[src/hw/dbt_pkg.sv]
package dbt_pkg;

    // register byte addresses
    localparam logic [15:0] DBT_ADDR_CONTROL = 16'hfe18;
    localparam logic [15:0] DBT_ADDR_PRESCALE = 16'hfe19;
    localparam logic [15:0] DBT_ADDR_LOW_COUNT = 16'hfe1a;
    localparam logic [15:0] DBT_ADDR_HIGH_COUNT = 16'hfe1b;
    localparam logic [15:0] DBT_ADDR_LOW_MATCH = 16'hfe1c;
    localparam logic [15:0] DBT_ADDR_HIGH_MATCH = 16'hfe1d;
    localparam logic [15:0] DBT_ADDR_PIN_SELECT = 16'hfe1e;

    // timer_control_reg fields
    localparam int DBT_CTL_HIGH_RUN = 7;
    localparam int DBT_CTL_LOW_RUN = 6;
    localparam int DBT_CTL_CASCADE = 5;
    localparam int DBT_CTL_PWM = 4;
    localparam int DBT_CTL_HIGH_FLAG = 3;
    localparam int DBT_CTL_HIGH_IRQ_EN = 2;
    localparam int DBT_CTL_LOW_FLAG = 1;
    localparam int DBT_CTL_LOW_IRQ_EN = 0;

    // prescale_select_reg fields
    localparam int DBT_PRE_HIGH_EN = 7;
    localparam int DBT_PRE_HIGH_CODE = 4;
    localparam int DBT_PRE_LOW_EN = 3;
    localparam int DBT_PRE_LOW_CODE = 0;

    // ext_pin_select_reg fields
    localparam int DBT_SEL_PIN_A = 0;
    localparam int DBT_SEL_PIN_B = 1;
    localparam int DBT_EXT_PINS = 2;

    // values after reset
    localparam logic [7:0] DBT_RST_CONTROL = 8'h00;
    localparam logic [7:0] DBT_RST_PRESCALE = 8'h00;
    localparam logic [7:0] DBT_RST_MATCH = 8'h00;
    localparam logic [7:0] DBT_RST_COUNT = 8'h00;
    localparam logic [1:0] DBT_RST_PIN_SELECT = 2'h0;

    localparam logic [7:0] DBT_ALL_ONES = 8'hff;
    localparam logic [7:0] DBT_ZERO = 8'h00;
    localparam logic [7:0] DBT_ONE = 8'h01;

    typedef enum logic [3:0] {
        DBT_MODE0 = 4'b0001,
        DBT_MODE1 = 4'b0010,
        DBT_MODE2 = 4'b0100,
        DBT_MODE3 = 4'b1000
    } dbt_mode_e;

    // last prescaler count: 0 when disabled, 2^(code+1)-1 otherwise
    function automatic logic [7:0] dbt_presc_last(input logic en,
                                                  input logic [2:0] code);
        logic [8:0] n;
        n = 9'h002 << code;
        return en ? n[7:0] - DBT_ONE : DBT_ZERO;
    endfunction

endpackage

[src/hw/dbt_dual_byte_timer.sv]
// What this block does
// mode 0: two independent half-rate 8-bit timers
// mode 0 outputs toggle once per counter period
// mode 1: two 8-bit PWMs on cycle clock
// mode 2: cascaded 16-bit, low keeps own interrupt
// mode 2 outputs toggle per low, full period
// mode 3: low byte runs as PWM
// mode 3 high output toggles per full period
// period raises request when its enable set
// stopped counter holds its output pin high
// running with match all ones forces output low
// low prescaler runs only while low_run set
// low prescaler input: half-rate/events or cycle
// pin select chooses external events over half-rate
// software never selects event pin in PWM
// prescale enable and code give power-of-two divide
// prescaler cleared when stopped or counter resets
// cascade advances high per low period; separate matches
// match buffer tracks data stopped, reloads at zero
// counters clear when stopped or, outside PWM, on match
// PWM output clears on overflow, sets on match
// external edges synchronised before use
`timescale 1ns/1ps
`default_nettype none

module dbt_dual_byte_timer
    import dbt_pkg::*;
(
    // clock and reset
    input wire logic i_ref_clk,
    input wire logic i_rst_n,
    // register port
    input wire logic [15:0] i_addr,
    input wire logic [7:0] i_wdata,
    input wire logic i_wr,
    input wire logic i_rd,
    output logic [7:0] o_rdata,
    // external event pins
    input wire logic i_ext_irq_pin_a,
    input wire logic i_ext_irq_pin_b,
    // outputs
    output logic o_low_output_pin,
    output logic o_high_output_pin,
    output logic o_low_irq_req,
    output logic o_high_irq_req
);

    logic [7:0] timer_control_reg;
    logic [7:0] prescale_select_reg;
    logic [7:0] low_match_data;
    logic [7:0] high_match_data;
    logic [1:0] ext_pin_select_reg;

    logic [7:0] low_counter;
    logic [7:0] high_counter;
    logic [7:0] low_buf;
    logic [7:0] high_buf;
    logic [7:0] low_pre;
    logic [7:0] high_pre;
    logic half_phase;
    logic low_out;
    logic high_out;

    logic [DBT_EXT_PINS-1:0] sync1;
    logic [DBT_EXT_PINS-1:0] sync2;
    logic [DBT_EXT_PINS-1:0] sync3;
    logic [DBT_EXT_PINS-1:0] pin_level;
    logic [DBT_EXT_PINS-1:0] pin_rise;

    logic high_run;
    logic low_run;
    logic cascade_select;
    logic pwm_select;
    logic low_irq_enable;
    logic high_irq_enable;
    logic low_prescale_enable;
    logic high_prescale_enable;
    logic [2:0] low_prescale_code;
    logic [2:0] high_prescale_code;

    dbt_mode_e mode;
    logic half_tick;
    logic ext_event;
    logic ext_selected;
    logic low_in_tick;
    logic high_in_tick;
    logic [7:0] low_last;
    logic [7:0] high_last;
    logic low_clk;
    logic high_clk;
    logic low_match;
    logic high_match;
    logic low_ovf;
    logic high_ovf;
    logic low_pwm;
    logic high_pwm;
    logic low_period;
    logic high_period;
    logic next_low_pin;
    logic next_high_pin;

    assign high_run = timer_control_reg[DBT_CTL_HIGH_RUN];
    assign low_run = timer_control_reg[DBT_CTL_LOW_RUN];
    assign cascade_select = timer_control_reg[DBT_CTL_CASCADE];
    assign pwm_select = timer_control_reg[DBT_CTL_PWM];
    assign high_irq_enable = timer_control_reg[DBT_CTL_HIGH_IRQ_EN];
    assign low_irq_enable = timer_control_reg[DBT_CTL_LOW_IRQ_EN];
    assign high_prescale_enable = prescale_select_reg[DBT_PRE_HIGH_EN];
    assign low_prescale_enable = prescale_select_reg[DBT_PRE_LOW_EN];
    assign high_prescale_code =
        prescale_select_reg[DBT_PRE_HIGH_CODE +: 3];
    assign low_prescale_code = prescale_select_reg[DBT_PRE_LOW_CODE +: 3];

    always_comb begin
        case ({cascade_select, pwm_select})
            2'b00: mode = DBT_MODE0;
            2'b01: mode = DBT_MODE1;
            2'b10: mode = DBT_MODE2;
            2'b11: mode = DBT_MODE3;
            default: mode = DBT_MODE0;
        endcase
    end

    // register writes
    always_ff @(posedge i_ref_clk or negedge i_rst_n) begin
        if (!i_rst_n) begin
            timer_control_reg <= DBT_RST_CONTROL;
            prescale_select_reg <= DBT_RST_PRESCALE;
            low_match_data <= DBT_RST_MATCH;
            high_match_data <= DBT_RST_MATCH;
            ext_pin_select_reg <= DBT_RST_PIN_SELECT;
        end else begin
            if (i_wr) begin
                case (i_addr)
                    DBT_ADDR_CONTROL: begin
                        timer_control_reg[7:4] <= i_wdata[7:4];
                        timer_control_reg[DBT_CTL_HIGH_IRQ_EN] <=
                            i_wdata[DBT_CTL_HIGH_IRQ_EN];
                        timer_control_reg[DBT_CTL_LOW_IRQ_EN] <=
                            i_wdata[DBT_CTL_LOW_IRQ_EN];
                    end
                    DBT_ADDR_PRESCALE: prescale_select_reg <= i_wdata;
                    DBT_ADDR_LOW_MATCH: low_match_data <= i_wdata;
                    DBT_ADDR_HIGH_MATCH: high_match_data <= i_wdata;
                    DBT_ADDR_PIN_SELECT:
                        ext_pin_select_reg <= i_wdata[1:0];
                    default: ;
                endcase
            end
            // a period in the clearing cycle keeps its flag set
            timer_control_reg[DBT_CTL_LOW_FLAG] <= low_period |
                (timer_control_reg[DBT_CTL_LOW_FLAG] &
                 !(i_wr && i_addr == DBT_ADDR_CONTROL &&
                   !i_wdata[DBT_CTL_LOW_FLAG]));
            timer_control_reg[DBT_CTL_HIGH_FLAG] <= high_period |
                (timer_control_reg[DBT_CTL_HIGH_FLAG] &
                 !(i_wr && i_addr == DBT_ADDR_CONTROL &&
                   !i_wdata[DBT_CTL_HIGH_FLAG]));
        end
    end

    // read data stands only in the cycle after the strobe
    always_ff @(posedge i_ref_clk or negedge i_rst_n) begin
        if (!i_rst_n) begin
            o_rdata <= DBT_ZERO;
        end else if (i_rd) begin
            case (i_addr)
                DBT_ADDR_CONTROL: o_rdata <= timer_control_reg;
                DBT_ADDR_PRESCALE: o_rdata <= prescale_select_reg;
                DBT_ADDR_LOW_COUNT: o_rdata <= low_counter;
                DBT_ADDR_HIGH_COUNT: o_rdata <= high_counter;
                DBT_ADDR_LOW_MATCH: o_rdata <= low_match_data;
                DBT_ADDR_HIGH_MATCH: o_rdata <= high_match_data;
                DBT_ADDR_PIN_SELECT: o_rdata <= {6'h00, ext_pin_select_reg};
                default: o_rdata <= DBT_ZERO;
            endcase
        end else begin
            o_rdata <= DBT_ZERO;
        end
    end

    // three-stage synchroniser; only stages two and three are compared
    always_ff @(posedge i_ref_clk or negedge i_rst_n) begin
        if (!i_rst_n) begin
            sync1 <= '0;
            sync2 <= '0;
            sync3 <= '0;
            pin_level <= '0;
        end else begin
            sync1 <= {i_ext_irq_pin_b, i_ext_irq_pin_a};
            sync2 <= sync1;
            sync3 <= sync2;
            for (int i = 0; i < DBT_EXT_PINS; i++) begin
                if (sync2[i] == sync3[i]) begin
                    pin_level[i] <= sync3[i];
                end
            end
        end
    end

    // rising edge counts once both late stages agree
    assign pin_rise = sync3 & (sync2 ~^ sync3) & ~pin_level;
    assign ext_selected = |ext_pin_select_reg;
    assign ext_event =
        (ext_pin_select_reg[DBT_SEL_PIN_A] & pin_rise[0]) |
        (ext_pin_select_reg[DBT_SEL_PIN_B] & pin_rise[1]);

    // free-running half-rate enable
    always_ff @(posedge i_ref_clk or negedge i_rst_n) begin
        if (!i_rst_n) begin
            half_phase <= 1'b0;
        end else begin
            half_phase <= !half_phase;
        end
    end

    assign half_tick = half_phase;

    // pin events in PWM modes are a software error and are ignored
    always_comb begin
        case (mode)
            DBT_MODE1, DBT_MODE3: low_in_tick = 1'b1;
            default: low_in_tick = ext_selected ? ext_event
                                                : half_tick;
        endcase
    end

    always_comb begin
        case (mode)
            DBT_MODE0: high_in_tick = half_tick;
            DBT_MODE1: high_in_tick = 1'b1;
            DBT_MODE2: high_in_tick = low_match;
            DBT_MODE3: high_in_tick = low_ovf;
            default: high_in_tick = 1'b0;
        endcase
    end

    assign low_last = dbt_presc_last(low_prescale_enable,
                                     low_prescale_code);
    assign high_last = dbt_presc_last(high_prescale_enable,
                                      high_prescale_code);

    // prescalers wrap in step with their counter, so a counter reset
    // always lands on a cleared prescaler
    always_ff @(posedge i_ref_clk or negedge i_rst_n) begin
        if (!i_rst_n) begin
            low_pre <= DBT_ZERO;
        end else if (!low_run) begin
            low_pre <= DBT_ZERO;
        end else if (low_in_tick) begin
            low_pre <= (low_pre == low_last) ? DBT_ZERO
                                             : low_pre + DBT_ONE;
        end
    end

    always_ff @(posedge i_ref_clk or negedge i_rst_n) begin
        if (!i_rst_n) begin
            high_pre <= DBT_ZERO;
        end else if (!high_run) begin
            high_pre <= DBT_ZERO;
        end else if (high_in_tick) begin
            high_pre <= (high_pre == high_last) ? DBT_ZERO
                                                : high_pre + DBT_ONE;
        end
    end

    assign low_clk = low_run & low_in_tick & (low_pre == low_last);
    assign high_clk = high_run & high_in_tick & (high_pre == high_last);
    assign low_match = low_clk & (low_counter == low_buf);
    assign high_match = high_clk & (high_counter == high_buf);
    assign low_ovf = low_clk & (low_counter == DBT_ALL_ONES);
    assign high_ovf = high_clk & (high_counter == DBT_ALL_ONES);
    assign low_pwm = pwm_select;
    assign high_pwm = pwm_select & !cascade_select;

    // a counter period ends on overflow in PWM, else on match
    assign low_period = low_pwm ? low_ovf : low_match;
    assign high_period = high_pwm ? high_ovf : high_match;

    always_ff @(posedge i_ref_clk or negedge i_rst_n) begin
        if (!i_rst_n) begin
            low_counter <= DBT_RST_COUNT;
        end else if (!low_run) begin
            low_counter <= DBT_ZERO;
        end else if (low_clk) begin
            if (!low_pwm && low_counter == low_buf) begin
                low_counter <= DBT_ZERO;
            end else begin
                low_counter <= low_counter + DBT_ONE;
            end
        end
    end

    always_ff @(posedge i_ref_clk or negedge i_rst_n) begin
        if (!i_rst_n) begin
            high_counter <= DBT_RST_COUNT;
        end else if (!high_run) begin
            high_counter <= DBT_ZERO;
        end else if (high_clk) begin
            if (!high_pwm && high_counter == high_buf) begin
                high_counter <= DBT_ZERO;
            end else begin
                high_counter <= high_counter + DBT_ONE;
            end
        end
    end

    // new match data takes effect while stopped, else only at a period boundary
    always_ff @(posedge i_ref_clk or negedge i_rst_n) begin
        if (!i_rst_n) begin
            low_buf <= DBT_RST_MATCH;
            high_buf <= DBT_RST_MATCH;
        end else begin
            if (!low_run || low_counter == DBT_ZERO) begin
                low_buf <= low_match_data;
            end
            if (!high_run || high_counter == DBT_ZERO) begin
                high_buf <= high_match_data;
            end
        end
    end

    always_ff @(posedge i_ref_clk or negedge i_rst_n) begin
        if (!i_rst_n) begin
            low_out <= 1'b1;
        end else if (!low_run) begin
            low_out <= 1'b1;
        end else if (low_pwm) begin
            if (low_ovf) begin
                low_out <= 1'b0;
            end else if (low_match) begin
                low_out <= 1'b1;
            end
        end else if (low_match) begin
            low_out <= !low_out;
        end
    end

    always_ff @(posedge i_ref_clk or negedge i_rst_n) begin
        if (!i_rst_n) begin
            high_out <= 1'b1;
        end else if (!high_run) begin
            high_out <= 1'b1;
        end else if (high_pwm) begin
            if (high_ovf) begin
                high_out <= 1'b0;
            end else if (high_match) begin
                high_out <= 1'b1;
            end
        end else if (high_match) begin
            high_out <= !high_out;
        end
    end

    always_comb begin
        if (!low_run) begin
            next_low_pin = 1'b1;
        end else if (low_match_data == DBT_ALL_ONES) begin
            next_low_pin = 1'b0;
        end else begin
            next_low_pin = low_out;
        end
        if (!high_run) begin
            next_high_pin = 1'b1;
        end else if (high_match_data == DBT_ALL_ONES) begin
            next_high_pin = 1'b0;
        end else begin
            next_high_pin = high_out;
        end
    end

    // pins are registered, so they trail the counter by one cycle
    always_ff @(posedge i_ref_clk or negedge i_rst_n) begin
        if (!i_rst_n) begin
            o_low_output_pin <= 1'b1;
            o_high_output_pin <= 1'b1;
            o_low_irq_req <= 1'b0;
            o_high_irq_req <= 1'b0;
        end else begin
            o_low_output_pin <= next_low_pin;
            o_high_output_pin <= next_high_pin;
            o_low_irq_req <= timer_control_reg[DBT_CTL_LOW_FLAG] &
                             low_irq_enable;
            o_high_irq_req <= timer_control_reg[DBT_CTL_HIGH_FLAG] &
                              high_irq_enable;
        end
    end

endmodule

`default_nettype wire

[config.mk]
export PLATFORM = sky130hd
export DESIGN_NAME = dbt_dual_byte_timer
export DESIGN_NICKNAME = d
export VERILOG_FILES = /design/src/hw/dbt_pkg.sv /design/src/hw/dbt_dual_byte_timer.sv
export SDC_FILE = /design/constraint.sdc
export NUM_CORES = 1
export LEC_CHECK = 0
export ABC_AREA = 1
export BUFFER_PORTS_ARGS = -buffer_cell sky130_fd_sc_hd__buf_4
export CAP_MARGIN = 0
export CORE_MARGIN = 1.5
export CORE_UTILIZATION = 60
export CTS_BUF_LIST = sky130_fd_sc_hd__clkbuf_16
export DETAILED_ROUTE_END_ITERATION = 12
export GPL_TIMING_DRIVEN = 0
export PLACE_DENSITY = 0.76
export REMOVE_ABC_BUFFERS = 1
export SYNTH_ARGS = -nofsm -noshare
export SYNTH_HDL_FRONTEND = slang
export SYNTH_SLANG_ARGS = --single-unit
[constraint.sdc]
create_clock -name i_ref_clk -period 3.7 [get_ports i_ref_clk]
set_input_delay 0.74 -clock i_ref_clk [delete_from_list [all_inputs] [get_ports i_ref_clk]]
set_output_delay 0.74 -clock i_ref_clk [all_outputs]
set_load 0.02 [all_outputs]
# --- After elaboration in Yosys (flattened, before gate mapping) ---
# Index checks and enable logic that the tools add are counted.
totals:
  regBits: 105
  latch_bits: 0
  ram_bits: 0
  romBits: 0
  n_memories: 0
op_classes:
  add_sub_neg: 6
  mul: 0
  n_div: 0
  n_lt_le_gt_ge: 0
  n_eq_ne: 32
  n_shift: 2
  muxes: 36
  bitwise_logic: 22
  reduce_logical: 31
ops:
  columns: ["op", "count"]
  rows:
  - ["two-way mux 8 bit", 15]
  - ["equality test 16 bit (second input constant)", 7]
  - ["one-hot mux 8 bit (7 select lines)", 1]
  - ["adder 8 x 1 -> 8 bit (second input constant)", 4]
  - ["equality test 8 bit", 4]
  - ["equality test 8 bit (second input constant)", 4]
  - ["two-way mux 1 bit", 18]
  - ["logical NOT 8 bit", 2]
  - ["one-hot mux 4 bit (4 select lines)", 1]
  - ["left shift 2 x 3 -> 8 bit (first input constant)", 2]
  - ["subtractor 8 x 1 -> 8 bit (second input constant)", 2]
  - ["AND 1 bit", 15]
  - ["AND reduction 2 bit", 7]
  - ["logical NOT 1 bit", 12]
  - ["!= test 3 x 1 -> 1 bit (second input constant)", 3]
  - ["!= test 2 x 1 -> 1 bit (second input constant)", 4]
  - ["logical AND 1 bit", 5]
  - ["AND 2 bit", 2]
  - ["equality test 2 bit (second input constant)", 2]
  - ["equality test 4 x 1 -> 1 bit (second input constant)", 1]
  - ["equality test 4 x 2 -> 1 bit (second input constant)", 1]
  - ["equality test 4 x 3 -> 1 bit (second input constant)", 1]
  - ["equality test 4 bit (second input constant)", 1]
  - ["one-hot mux 1 bit (4 select lines)", 1]
  - ["9 further kinds", 14]

# --- Logic depth before layout (Yosys ltp) ---
logic_depth:
  word_depth: 18
  ltp_mapped: 16
  depth_no_buf: 16

# --- Worst setup path after synthesis ---
# OpenSTA, ideal clock, no wires.
synth_timing:
  path_kind: "input-to-reg"
  startpoint: "input port i_addr[11]"
  endpoint: "register high_match_data[6]"
  setup_ns: 0.122
  arrival_time_ns: 2.019
  setup_slack_ns: 1.559
  cell_stages: 10
  path_cell_list: "nand2_1 > nor4_2 > nand4_2 > nor2_4 > nand2_1 > inv_2 > nand2_2 > buf_2 > nand2_1 > o21ai_1"
synth_via:
  elab_chain_len: 2
synth_lines:
  columns: ["element", "line", "text"]
  rows:
  - ["start, declared", "dbt_dual_byte_timer.sv:33", "input wire logic [15:0] i_addr,"]
  - ["equality test 16 bit", "dbt_dual_byte_timer.sv:134", "case (i_addr)"]
  - ["AND reduction 2 bit (no source line)", null, null]
  - ["end signal, assigned", "dbt_dual_byte_timer.sv:144", "DBT_ADDR_HIGH_MATCH: high_match_data <= i_wdata;"]
  - ["end, declared", "dbt_dual_byte_timer.sv:51", "logic [7:0] high_match_data;"]
# No other way between the ends.
# A chain may end at the register's enable or synchronous reset.

# --- Worst setup path after layout ---
layout_timing:
  startpoint: "input port i_addr[6]"
  endpoint: "register prescale_select_reg[1]"
layout_via:
  elab_chain_len: 2
layout_lines:
  columns: ["element", "line", "text"]
  rows:
  - ["equality test 16 bit", "dbt_dual_byte_timer.sv:134", null]
  - ["AND reduction 2 bit (no source line)", null, null]
  - ["end signal, assigned", "dbt_dual_byte_timer.sv:142", "DBT_ADDR_PRESCALE: prescale_select_reg <= i_wdata;"]
  - ["end, declared", "dbt_dual_byte_timer.sv:49", "logic [7:0] prescale_select_reg;"]
# No other way between the ends.

==> impl_metrics.yaml <==
clocking:
  htreeDepth: 3
  cts.sinks: 105
  cts_tree: "built"
  cts-root-buf: "clkbuf_16"
  clkTransAtPathRegs_ps: 70
  worstSkewPairLatency_ps: 350
  numCtsBuffers: 9
  postCtsResizedCells: 0
  hold_buffers: 0
  cts_buffer_depth: 2
  cts_setup_buffers: 0
timing:
  finalCritPeriodShare: 0.806
  final.setup_skew_ps: 7.41
  drv_slew: 0
  finalHoldViolations: 0
  period_minus_slack_ps: 2980
  fin_tns_setup_ps: 0
  rsz0062_at_grt: "false"
  max_freq_mhz: 335
  worst-slew-pin-transition_ps: 1030
  worst_slew_margin_rel: 0.310
  finalSetupViolCount: 0
worst_hold_path:
  hold_class: "reg2reg"
  worstHoldStart: "sync1[1]"
detailed_routing:
  drc: 0
  routed_wl_um: 13600
  vias_per_cell: 5.74
  first_iter_violations: 375
  drt_pass1_iterations: 5
  ant_nets: 0
  vias: 5009
  wire_per_inst_um: 15.6
pwr:
  p_leak_uw: 0.00297
  vdd.ir_drop.worst_uv: 234
  power.density_nw_per_um2: 350
  power_uw: 2260
run_status:
  status: "finished, final reports clean"
die:
  io-pin-count: 42
  start_util: 0.617
  fp.dieH_um: 100
  die-area_um2: 10100
  die_x_um: 100
  fp-row-count: 35
  core-area_um2: 9200
setup_path:
  crit_type: "in2reg"
  cpPeakStageDelay_ps: 730
  end_kind: "register"
  slowest_stage: "nor2_2"
  cp-startpoint: "i_addr[6]"
  reg2reg_from: "prescale_select_reg[5]"
  crit_chain: "buf_4, inv_1, nand2_1, nor4_2, nand4_2, nor2_2, nand3_1, o21ai_0"
  crit_required_ps: 3940
  critical_path_buf_inv_count: 2
  cp_data_arrival_time_ps: 3230
  crit_family: "simple AND/OR/NAND/NOR gates"
  start_kind: "input pin"
  cp_max_fo: 23
layout:
  syn2layout_area_growth_pct: 13.4
  drive_gt1_frac: 0.139
  final_nets: 796
  antennaDiodeCount: 0
synthesis:
  yosysUniqueCellTypes: 42
  netlist_area_um2: 5680
  syn_area_per_cell_um2: 7.93
  yosysWarnings: 0
  ys_seq_area_frac: 0.464
  ys_ff_latch: 105
  netlist_instances: 716
placed_design:
  port_buffers: 41
  dp_hpwl_um: 9880
  gp_congestion: 0.907
global_route:
  grtUsageTotal: 0.294
  grt_pass1_wl_um: 23000
  antenna_found_initial: 0
  overflow: 0
  grt_max_degree: 106
  grt_pass1_vias: 4903
job:
  maxCapViolCount: 0
cell usage in the layout (no fill, tap or decap), drive strengths merged:
cell,synthesis,routed
o221ai,1,1
nor2,49,49
nand3,61,61
mux2,6,6
nor3,15,15
clkbuf,6,9
xnor2,8,8
o31ai,1,1
o22ai,14,14
bufinv,0,2
o32ai,1,1
clkinvlp,0,1
inv,97,99
nor3b,1,1
clkinv,1,3
o41ai,2,2
a21oi,19,19
dfstp,4,4
nand2,186,186
o21a,2,2
ha,9,9
xor2,16,16
o21bai,1,1
nor4,2,2
buf,8,44
dfrtp,101,101
o21ai,86,86
nand4,14,14
a31oi,2,2
or2,3,3
Yosys cell counts (all sizes together):
library cell	n	area share
o221ai	1	0.0015
nor4	2	0.0033
nand4	14	0.018
nor3	15	0.013
a21oi	19	0.017
or2	3	0.0033
clkinv	1	0.00088
buf	8	0.0075
nor3b	1	0.0013
mux2	6	0.012
o41ai	2	0.0031
dfrtp	101	0.45
o21bai	1	0.0013
nor2	49	0.037
o22ai	14	0.015
ha	9	0.020
o32ai	1	0.0015
xnor2	8	0.012
o21ai	86	0.079
xor2	16	0.025
inv	97	0.064
nand2	186	0.13
o31ai	1	0.0013
a31oi	2	0.0022
dfstp	4	0.019
o21a	2	0.0026
nand3	61	0.059
clkbuf	6	0.0040
where the power goes:
part	leakage (µW)	total (µW)	switching [µW]	internal [µW]
registers	0.00142	1160	3.27	1150
logic	0.00139	78.2	48.1	30.0
clock network	0.000156	1020	427	594
total	0.00297	2260	478	1780
path summary, 6_finish.rpt:
check                                         end  slack, ps  cells after the start
max                        prescale_select_reg[1]        720                      8
max in group asynchronous                 low_out       2840                      2
max reg2reg                              high_out       1310                     16
min reg2reg                              sync2[1]        350                      0
min in group asynchronous             high_pre[0]        400                      2
min                                      sync2[1]        350                      0
worst reg2reg max path: cells and delay by family, from the launching register on:
kind | cells | cell delay [ps]
buf+inv | 1 | 130
simple gates | 12 | 1240
flops | 1 | 450
compound gates | 2 | 160
fa+ha+maj | 1 | 300
area by class of cell:
class | instances | area, µm²
sequential | 105 | 2630
multi-input combinational | 499 | 2630
fill | 776 | 2760
tap | 111 | 139
timing repair buffer | 44 | 354
inverter | 98 | 369
clock inverter | 7 | 95.1
clock buffer | 9 | 225
routing by layer:
| layer | global-route usage | up-vias | wire length (µm) |
|---|---|---|---|
| li1 | - | 2426 | - |
| met1 | 0.374 | 2409 | 5800 |
| met2 | 0.509 | 143 | 6810 |
| met3 | 0.0481 | 31 | 708 |
| met4 | 0.104 | 0 | 269 |
| met5 | 0 | - | 0 |
logic make-up after synthesis:
logic type | share of synthesized area
AO/OA/AOI/OAI | 0.125
XOR/XNOR | 0.0370
adder cells (fa/ha/maj) | 0.0198
buffers and inverters | 0.0765
flip-flops | 0.464
multiplexers | 0.0119
AND/OR/NAND/NOR | 0.266
stage by stage:
step	std cells	area, µm²	hold WS (ps)	util	worst slack, ps
detailed placement	856	6090	337	0.662	431
finish	873	6440	351	0.700	717
floorplan	702	5610	331	-	1190
global placement	854	6060	334	0.659	567
global route	873	6440	356	0.700	465
CTS	872	6410	353	0.697	719
Note: power is estimated with default switching activity, not from simulation.
